File: config.mk
export PLATFORM = sky130hd
export DESIGN_NAME = pcd_clock_config
export DESIGN_NICKNAME = d
export VERILOG_FILES = /design/src/pcd_pkg.sv /design/src/pcd_clock_config.sv
export SDC_FILE = /design/constraint.sdc
export NUM_CORES = 1
export LEC_CHECK = 0
export BUFFER_PORTS_ARGS = -buffer_cell sky130_fd_sc_hd__buf_4
export CAP_MARGIN = 0
export CORE_MARGIN = 5
export CORE_UTILIZATION = 25
export DETAILED_ROUTE_END_ITERATION = 8
export PLACE_DENSITY = 0.47
export SLEW_MARGIN = 20
export SYNTH_ARGS = -nofsm -noshare
export SYNTH_HDL_FRONTEND = slang
export SYNTH_SLANG_ARGS = --single-unit
File: constraint.sdc
create_clock -name core_clk -period 4.1 [get_ports core_clk]
set_input_delay 1.025 -clock core_clk [delete_from_list [all_inputs] [get_ports core_clk]]
set_output_delay 1.025 -clock core_clk [all_outputs]
set_load 0.01 [all_outputs]
File: src/pcd_pkg.sv
// ============================================================
// clock distribution configuration constants
`default_nettype none
package pcd_pkg;
  // register addresses on the serial port
  localparam logic [5:0] PCD_ADDR_PLL_SETUP   = 6'h15;
  localparam logic [5:0] PCD_ADDR_ROUTE_SETUP = 6'h16;
  // reset values
  localparam logic [7:0] PCD_RST_PLL_SETUP    = 8'h00;
  localparam logic [7:0] PCD_RST_ROUTE_SETUP  = 8'h00;
  // implemented bits; the rest read as zero
  localparam logic [7:0] PCD_MASK_PLL_SETUP   = 8'hbf;
  localparam logic [7:0] PCD_MASK_ROUTE_SETUP = 8'h24;
  // pll_clock_setup fields
  localparam int PCD_BIT_BYPASS   = 7;
  localparam int PCD_BIT_ADC_DIV2 = 5;
  localparam int PCD_BIT_ALT_TIME = 4;
  localparam int PCD_BIT_FIFTH    = 3;
  localparam int PCD_MULT_MSB     = 2;
  localparam int PCD_MULT_LSB     = 0;
  // clock_routing_setup fields
  localparam int PCD_BIT_AUX_PLL  = 5;
  localparam int PCD_BIT_SLOW     = 2;
  // serial frame bit counts
  localparam logic [4:0] PCD_LAST_INSTR = 5'h07;
  localparam logic [4:0] PCD_LAST_BYTE1 = 5'h0f;
  localparam logic [4:0] PCD_LAST_BYTE2 = 5'h17;
  localparam logic [4:0] PCD_FRAME_END  = 5'h18;
  // divide-by-five counter
  localparam logic [2:0] PCD_FIFTH_LAST = 3'h4;
  localparam logic [2:0] PCD_FIFTH_HIGH = 3'h2;
  // serial port phase
  typedef enum logic [1:0] {PCD_INSTR, PCD_WRITE, PCD_READ, PCD_HOLD} pcd_spi_e;
  // decoded configuration towards the analog pll
  typedef struct packed {
    logic       bypass;
    logic       pll_keep_on;
    logic [2:0] mult;
    logic       fifth;
    logic       alt_timing;
    logic       adc_div2;
    logic       slow_loop;
  } pcd_clk_cfg_s;
endpackage
`default_nettype wire
File: src/pcd_clock_config.sv
// Summary of operation
// RULE1 - bypass routes reference around running PLL
// RULE2 - ADC source: rx reference or PLL
// RULE3 - ADC divide bit halves source, default off
// RULE4 - alternative timing clocks receive path from PLL
// RULE5 - divide-by-five bit divides PLL output
// RULE6 - multiplier field selects 1x to 16x
// RULE7 - host never writes multiplier codes 101-111
// RULE8 - PLL output from multiplier and divider
// RULE9 - routing bit puts PLL on aux output
// RULE10 - aux routing needs reg01 bit2 or FD
// RULE11 - slow-loop bit selects alternate loop bandwidth
// RULE12 - serial read/write, one/two bytes, either order
// RULE13 - serial data on one or two pins
// RULE14 - rx ref feeds rx path, tx ref tx; here the tx path takes the PLL path, which is tx ref only when bypassed
// RULE15 - unused bits zero, defaults low after reset
`timescale 1ns/1ns
`default_nettype none
module pcd_clock_config (
  // clock and reset
  input  wire logic              core_clk,
  input  wire logic              srst,
  // serial register port
  input  wire logic              sen_n,
  input  wire logic              sclk,
  input  wire logic              sdio_in,
  output logic                   sdio_out,
  output logic                   sdio_oe,
  output logic                   serial_data_out,
  output logic                   serial_data_out_oe,
  // serial port modes
  input  wire logic              lsb_first_mode,
  input  wire logic              sdio_bidir_mode,
  // interface mode levels
  input  wire logic              aux_iface_enable,
  input  wire logic              full_duplex_mode,
  // reference and pll clocks
  input  wire logic              rx_ref_clk_in,
  input  wire logic              tx_ref_clk_in,
  input  wire logic              pll_clk_in,
  input  wire logic              aux_iface_normal_clk,
  // configuration and derived clocks
  output pcd_pkg::pcd_clk_cfg_s  clk_cfg,
  output logic                   adc_clk_out,
  output logic                   rx_path_clk_out,
  output logic                   tx_path_clk_out,
  output logic                   aux_interface_clock_out
);
  import pcd_pkg::*;

  // ==========================================================
  // serial port and registers
  logic [7:0] r15_ff, nxt_r15;       // pll_clock_setup
  logic [7:0] r16_ff, nxt_r16;       // clock_routing_setup
  logic       sclk_ff, sclk_prev_ff; // sampled serial clock
  logic       sen_n_ff, sdi_ff;      // sampled enable and data
  pcd_spi_e   st_ff, nxt_st;         // frame phase
  logic [4:0] cnt_ff, nxt_cnt;       // rising edges in frame
  logic [7:0] sh_ff, nxt_sh;         // input shifter
  logic [7:0] tx_ff, nxt_tx;         // output shifter
  logic [7:0] b1_ff, nxt_b1;         // first byte of dual write
  logic [5:0] adr_ff, nxt_adr;       // current address
  logic       two_ff, nxt_two;       // dual byte frame
  logic       rd_ff, nxt_rd;         // read frame
  logic       dout_ff, nxt_dout;     // serial output bit
  logic       sclk_rise, sclk_fall;
  logic       wa_en, wb_en;          // write strobes
  logic [5:0] wa_adr, wb_adr;
  logic [7:0] wa_dat, wb_dat;
  logic [5:0] adr_next;              // second byte address

  assign sclk_rise = sclk_ff & ~sclk_prev_ff;
  assign sclk_fall = ~sclk_ff & sclk_prev_ff;
  assign adr_next  = lsb_first_mode ? adr_ff + 6'h01 : adr_ff - 6'h01;

  // readback with unused bits forced low
  function automatic logic [7:0] pcd_rd(input logic [5:0] a, input logic [7:0] x,
                                       input logic [7:0] y);
    if (a == PCD_ADDR_PLL_SETUP) begin
      return x & PCD_MASK_PLL_SETUP;
    end else if (a == PCD_ADDR_ROUTE_SETUP) begin
      return y & PCD_MASK_ROUTE_SETUP;
    end
    return 8'h00;
  endfunction

  // frame decode, shifting and register writes
  always_comb begin
    nxt_st = st_ff; nxt_cnt = cnt_ff; nxt_sh = sh_ff; nxt_tx = tx_ff;
    nxt_b1 = b1_ff; nxt_adr = adr_ff; nxt_two = two_ff; nxt_rd = rd_ff;
    nxt_dout = dout_ff; nxt_r15 = r15_ff; nxt_r16 = r16_ff;
    wa_en = 1'b0; wb_en = 1'b0; wa_adr = adr_ff; wb_adr = adr_next;
    wa_dat = 8'h00; wb_dat = 8'h00;
    if (sen_n_ff) begin
      // idle: partial frames are dropped
      nxt_st = PCD_INSTR; nxt_cnt = 5'h00; nxt_rd = 1'b0;
    end else begin
      if (sclk_rise) begin
        // RULE12 bit order
        nxt_sh = lsb_first_mode ? {sdi_ff, sh_ff[7:1]} : {sh_ff[6:0], sdi_ff};
        if (cnt_ff != PCD_FRAME_END) begin
          nxt_cnt = cnt_ff + 5'h01;
        end
        unique case (st_ff)
          PCD_INSTR: if (cnt_ff == PCD_LAST_INSTR) begin
            // instruction: read flag, byte count, address
            nxt_rd = nxt_sh[7]; nxt_two = nxt_sh[6]; nxt_adr = nxt_sh[5:0];
            nxt_st = nxt_sh[7] ? PCD_READ : PCD_WRITE;
            nxt_tx = pcd_rd(nxt_sh[5:0], r15_ff, r16_ff);
          end
          PCD_WRITE: if (cnt_ff == PCD_LAST_BYTE1) begin
            // RULE12 single byte commits here
            if (two_ff) begin
              nxt_b1 = nxt_sh;
            end else begin
              wa_en = 1'b1; wa_dat = nxt_sh; nxt_st = PCD_HOLD;
            end
          end else if (cnt_ff == PCD_LAST_BYTE2) begin
            // dual write commits both bytes together
            wa_en = 1'b1; wa_dat = b1_ff;
            wb_en = 1'b1; wb_dat = nxt_sh; nxt_st = PCD_HOLD;
          end
          PCD_READ: if (cnt_ff == PCD_LAST_BYTE1) begin
            if (two_ff) begin
              nxt_adr = adr_next;
              nxt_tx = pcd_rd(adr_next, r15_ff, r16_ff);
            end else begin
              nxt_st = PCD_HOLD;
            end
          end else if (cnt_ff == PCD_LAST_BYTE2) begin
            nxt_st = PCD_HOLD;
          end
          PCD_HOLD: nxt_st = PCD_HOLD;
        endcase
      end
      if (sclk_fall && st_ff == PCD_READ) begin
        // output bit changes on falling edge
        nxt_dout = lsb_first_mode ? tx_ff[0] : tx_ff[7];
        nxt_tx = lsb_first_mode ? {1'b0, tx_ff[7:1]} : {tx_ff[6:0], 1'b0};
      end
    end
    // RULE15 masked storage
    if (wa_en && wa_adr == PCD_ADDR_PLL_SETUP)   nxt_r15 = wa_dat & PCD_MASK_PLL_SETUP;
    if (wa_en && wa_adr == PCD_ADDR_ROUTE_SETUP) nxt_r16 = wa_dat & PCD_MASK_ROUTE_SETUP;
    if (wb_en && wb_adr == PCD_ADDR_PLL_SETUP)   nxt_r15 = wb_dat & PCD_MASK_PLL_SETUP;
    if (wb_en && wb_adr == PCD_ADDR_ROUTE_SETUP) nxt_r16 = wb_dat & PCD_MASK_ROUTE_SETUP;
  end

  // serial and register flops
  always_ff @(posedge core_clk) begin
    if (srst) begin
      // RULE15 defaults low
      r15_ff <= PCD_RST_PLL_SETUP; r16_ff <= PCD_RST_ROUTE_SETUP;
      sclk_ff <= 1'b0; sclk_prev_ff <= 1'b0; sen_n_ff <= 1'b1; sdi_ff <= 1'b0;
      st_ff <= PCD_INSTR; cnt_ff <= 5'h00; sh_ff <= 8'h00; tx_ff <= 8'h00;
      b1_ff <= 8'h00; adr_ff <= 6'h00; two_ff <= 1'b0; rd_ff <= 1'b0;
      dout_ff <= 1'b0;
    end else begin
      r15_ff <= nxt_r15; r16_ff <= nxt_r16;
      sclk_ff <= sclk; sclk_prev_ff <= sclk_ff; sen_n_ff <= sen_n; sdi_ff <= sdio_in;
      st_ff <= nxt_st; cnt_ff <= nxt_cnt; sh_ff <= nxt_sh; tx_ff <= nxt_tx;
      b1_ff <= nxt_b1; adr_ff <= nxt_adr; two_ff <= nxt_two; rd_ff <= nxt_rd;
      dout_ff <= nxt_dout;
    end
  end

  // RULE13 three-wire or four-wire readback
  assign sdio_out           = dout_ff;
  assign serial_data_out    = dout_ff;
  assign sdio_oe            = rd_ff & ~sen_n_ff & sdio_bidir_mode;
  assign serial_data_out_oe = rd_ff & ~sen_n_ff & ~sdio_bidir_mode;

  // ==========================================================
  // clock selection and division
  logic       rx_ff, txr_ff, pll_ff, pll_prev_ff;  // sampled clocks
  logic       src_prev_ff, nxt_src_prev;           // adc source history
  logic [2:0] div_ff, nxt_div;                     // fifth counter
  logic       fifth_ff, nxt_fifth;                 // pll over five
  logic       half_ff, nxt_half;                   // adc source over two
  logic       adc_ff, rxc_ff, txc_ff, aux_ff;      // output clocks
  logic       nxt_adc, nxt_rxc, nxt_txc, nxt_aux;
  logic       pll_path, adc_src, aux_ok;

  // RULE6 RULE11 configuration to the analog pll
  assign clk_cfg.bypass      = r15_ff[PCD_BIT_BYPASS];
  assign clk_cfg.pll_keep_on = 1'b1;
  assign clk_cfg.mult        = r15_ff[PCD_MULT_MSB:PCD_MULT_LSB];
  assign clk_cfg.fifth       = r15_ff[PCD_BIT_FIFTH];
  assign clk_cfg.alt_timing  = r15_ff[PCD_BIT_ALT_TIME];
  assign clk_cfg.adc_div2    = r15_ff[PCD_BIT_ADC_DIV2];
  assign clk_cfg.slow_loop   = r16_ff[PCD_BIT_SLOW];

  // RULE1 RULE8 pll path, reference when bypassed
  assign pll_path = clk_cfg.bypass ? txr_ff : (clk_cfg.fifth ? fifth_ff : pll_ff);
  // RULE2 RULE14 adc source
  assign adc_src  = clk_cfg.alt_timing ? pll_path : rx_ff;
  // RULE10 aux routing qualifier
  assign aux_ok   = r16_ff[PCD_BIT_AUX_PLL] & (aux_iface_enable | full_duplex_mode);

  // dividers and output muxes
  always_comb begin
    nxt_div = div_ff; nxt_fifth = fifth_ff; nxt_half = half_ff;
    nxt_src_prev = adc_src;
    // RULE5 count pll rising edges modulo five
    if (pll_ff && !pll_prev_ff) begin
      nxt_div = (div_ff == PCD_FIFTH_LAST) ? 3'h0 : div_ff + 3'h1;
      nxt_fifth = (nxt_div < PCD_FIFTH_HIGH);
    end
    // RULE3 toggle on adc source rising edge
    if (adc_src && !src_prev_ff) begin
      nxt_half = ~half_ff;
    end
    nxt_adc = clk_cfg.adc_div2 ? half_ff : adc_src;
    // RULE4 receive path source
    nxt_rxc = adc_src;
    // RULE14 transmit path from pll or its reference
    nxt_txc = pll_path;
    // RULE9 aux output carries pll clock when aux_ok, else normal clock
    nxt_aux = aux_ok ? pll_path : aux_iface_normal_clk;
  end

  // clock flops
  always_ff @(posedge core_clk) begin
    if (srst) begin
      rx_ff <= 1'b0; txr_ff <= 1'b0; pll_ff <= 1'b0; pll_prev_ff <= 1'b0;
      src_prev_ff <= 1'b0; div_ff <= 3'h0; fifth_ff <= 1'b0; half_ff <= 1'b0;
      adc_ff <= 1'b0; rxc_ff <= 1'b0; txc_ff <= 1'b0; aux_ff <= 1'b0;
    end else begin
      rx_ff <= rx_ref_clk_in; txr_ff <= tx_ref_clk_in;
      pll_ff <= pll_clk_in; pll_prev_ff <= pll_ff;
      src_prev_ff <= nxt_src_prev; div_ff <= nxt_div; fifth_ff <= nxt_fifth;
      half_ff <= nxt_half; adc_ff <= nxt_adc; rxc_ff <= nxt_rxc;
      txc_ff <= nxt_txc; aux_ff <= nxt_aux;
    end
  end

  assign adc_clk_out             = adc_ff;
  assign rx_path_clk_out         = rxc_ff;
  assign tx_path_clk_out         = txc_ff;
  assign aux_interface_clock_out = aux_ff;

  // ==========================================================
  // checks
  property p_bypass_tx;
    @(posedge core_clk) disable iff (srst)
    clk_cfg.bypass |=> txc_ff == $past(txr_ff);
  endproperty
  a_bypass_tx: assert property (p_bypass_tx) else $error("bypass not on tx"); // RULE1

  property p_adc_normal;
    @(posedge core_clk) disable iff (srst)
    (!clk_cfg.alt_timing && !clk_cfg.adc_div2) |=> adc_ff == $past(rx_ff);
  endproperty
  a_adc_normal: assert property (p_adc_normal) else $error("adc not from rx ref"); // RULE2

  property p_half_toggle;
    @(posedge core_clk) disable iff (srst)
    (adc_src && !src_prev_ff) |=> half_ff != $past(half_ff);
  endproperty
  a_half_toggle: assert property (p_half_toggle) else $error("halver missed edge"); // RULE3

  property p_alt_rx;
    @(posedge core_clk) disable iff (srst)
    clk_cfg.alt_timing |=> rxc_ff == $past(pll_path);
  endproperty
  a_alt_rx: assert property (p_alt_rx) else $error("rx path not from pll"); // RULE4

  property p_fifth_wrap;
    @(posedge core_clk) disable iff (srst)
    (pll_ff && !pll_prev_ff && div_ff == PCD_FIFTH_LAST) |=> div_ff == 3'h0 && fifth_ff;
  endproperty
  a_fifth_wrap: assert property (p_fifth_wrap) else $error("fifth count wrong"); // RULE5

  property p_aux_gate;
    @(posedge core_clk) disable iff (srst)
    !(aux_iface_enable || full_duplex_mode) |=> aux_ff == $past(aux_iface_normal_clk);
  endproperty
  a_aux_gate: assert property (p_aux_gate) else $error("aux routed ungated"); // RULE10

  property p_write_one;
    @(posedge core_clk) disable iff (srst)
    (!sen_n_ff && sclk_rise && st_ff == PCD_WRITE && !two_ff && cnt_ff == PCD_LAST_BYTE1
     && adr_ff == PCD_ADDR_PLL_SETUP) |=> r15_ff == ($past(nxt_sh) & PCD_MASK_PLL_SETUP);
  endproperty
  a_write_one: assert property (p_write_one) else $error("write not stored"); // RULE12

  property p_one_driver;
    @(posedge core_clk) disable iff (srst)
    !(sdio_oe && serial_data_out_oe);
  endproperty
  a_one_driver: assert property (p_one_driver) else $error("both data pins driven"); // RULE13

  property p_reset_vals;
    @(posedge core_clk)
    srst |=> r15_ff == PCD_RST_PLL_SETUP && r16_ff == PCD_RST_ROUTE_SETUP;
  endproperty
  a_reset_vals: assert property (p_reset_vals) else $error("reset value wrong"); // RULE15
endmodule
`default_nettype wire

======== Word level (Yosys, flattened, before mapping) ========
Index checks and enable logic that the tools add are counted.
cells by class
  add/subtract/negate cells ............... 4
  $lt $le $gt $ge ......................... 1
  equal/unequal tests ..................... 22
  muxes and demuxes ....................... 70
  bitwise gates (word level) .............. 12
  reductions and logical operators ........ 26
operators with widths
  cell                   count
  $mux W8                26
  $eq A6 B5 Y1 const B   6
  $mux W6                6
  $mux W1                29
  $pmux W8 S2            1
  $pmux W6 S2            1
  $reduce_and A6 Y1      2
  $mux W2                5
  $reduce_and A4 Y1      2
  $reduce_bool A2 Y1     4
  $logic_and A1 B1 Y1    7
  $add A6 B1 Y6 const B  1
  $and A1 B1 Y1          6
  $ne A2 B2 Y1 const B   3
  $ne A3 B2 Y1 const B   2
  $ne A3 B3 Y1 const B   2
  $pmux W2 S3            1
  $reduce_and A2 Y1      3
  $sub A6 B1 Y6 const B  1
  $add A5 B1 Y5 const B  1
  $eq A5 B3 Y1 const B   1
  $eq A5 B4 Y1 const B   1
  $eq A5 B5 Y1 const B   1
  $ne A5 B5 Y1 const B   1
  15 further kinds       22
word-level totals
  register bits after elaboration ......... 66
  input port bits ......................... 13
  output and inout bits ................... 17
  logic and storage cells ................. 161

======== Logic depth before layout (Yosys ltp) ========
  depth in word-level cells ............... 16
  depth in mapped cells ................... 11
  gate-level depth less buffers ........... 9

======== Worst setup path after synthesis ========
Ideal clock, no wire load.
  kind .................................... input port to flip-flop
  start ................................... in lsb_first_mode
  end ..................................... reg r15_ff[7]
  setup time .............................. 87 ps
  arrival ................................. 3215 ps
  data required time ...................... 4013 ps
  path slack .............................. 798 ps
  stages .................................. 8
  path buffers ............................ 1
  cell sequence ........................... buf_2 -> inv_1 -> fa_1 -> o311a_1 -> nor4_4 -> o211ai_4 -> a21boi_4 -> o31ai_1
on the way
  cells in the longest elaborated chain, start to end .. 8
  elaborated cells on any way between the ends .. 17
  classes of those cells .................. 1 x eq/ne; 14 x mux; 2 x reduce/logical
ends and longest elaborated chain
  item                  RTL line                 source
  from (decl)           pcd_clock_config.sv:32   input wire logic lsb_first_mode,
  $mux W8               pcd_clock_config.sv:100  nxt_sh = lsb_first_mode ? {sdi_ff, sh_ff[7:1]} : {sh_ff[6:0], sdi_ff};
  $mux W8               pcd_clock_config.sv:113  if (two_ff) begin
  $mux W8               pcd_clock_config.sv:111  PCD_WRITE: if (cnt_ff == PCD_LAST_BYTE1) begin
  $mux W8               pcd_clock_config.sv:104  unique case (st_ff)
  $mux W8               pcd_clock_config.sv:98   if (sclk_rise) begin
  $mux W8               pcd_clock_config.sv:94   if (sen_n_ff) begin
  $mux W8               pcd_clock_config.sv:143  if (wa_en && wa_adr == PCD_ADDR_PLL_SETUP) nxt_r15 = wa_dat & PCD_MASK_PLL_SETUP;
  $mux W8               pcd_clock_config.sv:145  if (wb_en && wb_adr == PCD_ADDR_PLL_SETUP) nxt_r15 = wb_dat & PCD_MASK_PLL_SETUP;
  to (signal assigned)  pcd_clock_config.sv:159  r15_ff <= nxt_r15; r16_ff <= nxt_r16;
  to (decl)             pcd_clock_config.sv:53   logic [7:0] r15_ff, nxt_r15;
Several ways; a longest one is shown, not always the timed one. The select of a mux whose other input is x is not followed.
A chain may end at the register's enable or synchronous reset.

======== Worst setup path in the final report ========
  start ................................... in lsb_first_mode
  end ..................................... reg r15_ff[0]
Same word-level chain as after synthesis.

==> flow_metrics.py <==
metrics = {
    "floorplan": {
        "fp-row-count": 44,
        "die_w_um": 130,
        "pin_count": 30,
        "initial_core_util": 0.252,
        "die_h_um": 130,
        "dieArea_sq_um": 17000,
        "core_area_sq_um": 14400,
    },
    "cts": {
        "cts_hold_buf": 0,
        "cts_sinks": 65,
        "path_clk_slew_ns": 0.06,
        "cts_tree": "done",
        "cts_root_buf": "clkbuf_16",
        "clock_path_buffers": 2,
        "clk_latency_ns": 0.33,
        "cts_buffers": 9,
        "cts_resized": 0,
        "post_cts_buffers": 0,
        "cts_htree_levels": 3,
    },
    "power": {
        "p_per_area_nw_per_um2": 379,
        "irDropWorstVdd_mv": 0.247,
        "leakage_nw": 1.54,
        "finalPower_mw": 1.63,
    },
    "timing": {
        "setup_viol": 0,
        "finalHoldViolCount": 0,
        "fin_crit_ns": 3.30,
        "tns_ns": 0,
        "fin_hold_ws_ns": 0.482,
        "finalCritPeriodShare": 0.804,
        "max_slew_margin": 0.345,
        "rsz0062_at_grt": "no",
        "fin_skew_ns": 0.00742,
        "max_freq_mhz": 303,
        "final-max-slew-violation-count": 0,
        "tightestPinTransition_ns": 0.955,
    },
    "worst_setup_path": {
        "slowest_stage": "fa_1",
        "cp-start-kind": "input port",
        "crit_family": "compound AO/OA/AOI/OAI gates",
        "rrSetupSlack_ns": 1.54,
        "critPathKind": "in2reg",
        "setup.worst_path.end_class": "register",
        "arrival_ns": 3.54,
        "worstPathRequired_ns": 4.34,
        "worst-path-max-fanout": 22,
        "path_cells": "buf_4, inv_1, fa_1, o311a_1, nor4_4, o211ai_4, a21boi_4, o31ai_1",
        "worst-path-buf-inv": 2,
        "max_stage_delay_ns": 0.57,
    },
    "synthesis": {
        "synth_top_area_share": 0.360,
        "ys_ff_latch": 65,
        "synth_edf_count": 0,
        "synthTopCellsByCount": "65 x dfxtp_1, 62 x nor2_1, 27 x a21oi_1, 26 x mux2i_1, 21 x a211oi_1",
        "synth_most_common_cell": "dfxtp_1",
        "synth_warnings": 0,
        "ys.flop_type": "dfxtp_1",
        "synth_top_cell_by_area": "dfxtp_1",
        "seq_area_frac_synth": 0.360,
        "synth_area_leaders": "dfxtp_1 36%, mux2i_1 7.2%, nor2_1 6.4%",
        "synthArstFlopShare": 0,
        "syn_avg_cell_area_sq_um": 8.71,
        "syn_nets": 443,
        "synth_cell_type_count": 65,
        "syn_inst": 415,
        "synth_area_sq_um": 3620,
    },
    "routing": {
        "vias": 2962,
        "wl_per_cell_um": 14.6,
        "first_pass_iters": 4,
        "drt_iter0_drc": 142,
        "drtAntennaViolNets": 0,
        "vias_per_cell": 4.78,
        "drc": 0,
        "drt_wl_total_um": 9060,
    },
    "min_path": {
        "holdCritPathClass": "reg2reg",
    },
    "grt": {
        "track_usage": 0.115,
        "first_global_vias": 2949,
        "grt_pass1_wl_um": 15100,
        "use_met2": 0.190,
        "grt-ovfl-total": 0,
        "top_usage_layer": "met2",
        "grt_max_degree": 61,
        "antenna_found_initial": 0,
        "use_met3": 0.0295,
        "globalRouteMet1Util": 0.137,
    },
    "placement": {
        "port_buffers": 28,
        "dpl.hpwl_um": 6570,
        "routabilityCongestion": 0.813,
    },
    "final_layout": {
        "fillers": 1502,
        "area_delta_synth_final_pct": 19.1,
        "nNetsFinal": 459,
        "drive_above_1_share": 0.135,
        "diodes": 0,
    },
    "status": {
        "outcome": "completed",
    },
    "job": {
        "maxCapViolations": 0,
    },
}
layer usage:
layer,vias to the layer above,wire length (um)
met5,-,0
met4,0,350
met3,16,239
met2,35,4270
met1,1389,4210
li1,1522,-
layout by cell type, fill, tap and decap left out, types with 7 or more instances in the layout:
master and count:
o21ai_0 11, nand2_1 13, o21ai_1 9, nor2b_1 13, a211oi_1 21, inv_1 18, buf_4 31, ha_1 14
nand2b_1 7, mux2i_1 26, dfxtp_1 65, nor3b_1 11, nor2_1 62, clkbuf_16 9, a21oi_1 27, o31ai_1 7
worst reg2reg max path, stage by stage (launching register included):
cell and delay, ns:
dfxtp_1 0.34, ha_1 0.24, and3_1 0.19, ha_1 0.27, and3_1 0.22, o221ai_1 0.17, buf_4 0.23, o21a_1 0.42
a21oi_1 0.15, o21ai_0 0.11, o31ai_1 0.09
area by class of cell:
class,count,area (sq um),share of cell area
clock buffers,10,229,0.0532
clock inverters,6,115,0.0267
multi-input cells,306,2130,0.495
well taps,184,230,0.0535
flip-flops and latches,65,1300,0.302
inverters,18,67.6,0.0157
repair buffers,31,233,0.0541
metrics by stage:
step	cells	util	worst slack (ns)	area [sq um]
after floorplan	415	-	0.798	3620
after global placement	604	0.276	0.500	3960
after detailed placement	604	0.276	0.449	3960
after CTS	620	0.300	0.801	4310
after global routing	620	0.300	0.551	4310
final	620	0.300	0.803	4310
final timing paths:
kind / start / to / cells after the start
max reg2reg: cnt_ff[0] / tx_ff[2] / 10
min reg2reg: half_ff / half_ff / 2
min: half_ff / half_ff / 2
max: lsb_first_mode / r15_ff[0] / 8
sequential cells by signal (all words and copies together) (netlist names), 2 cells and up:
register  flops
sh_ff         8
tx_ff         8
b1_ff         7
r15_ff        7
adr_ff        6
cnt_ff        5
div_ff        3
r16_ff        2
st_ff         2
kinds of logic after synthesis:
logic type                 synth area share
xor gates and xnor gates             0.0194
other                               0.00104
DFF                                   0.360
and+or+nand+nor                       0.217
buffers and inverters                0.0512
adders and majority gates            0.0540
muxes                                0.0907
AOI/OAI and AO/OA                     0.207
report_power, final:
part / total (mW) / switching (mW) / internal, mW
clock network: 0.890 / 0.293 / 0.597
logic: 0.0887 / 0.0535 / 0.0352
registers: 0.653 / 0.0102 / 0.643
Note: power is estimated with default switching activity, not from simulation.
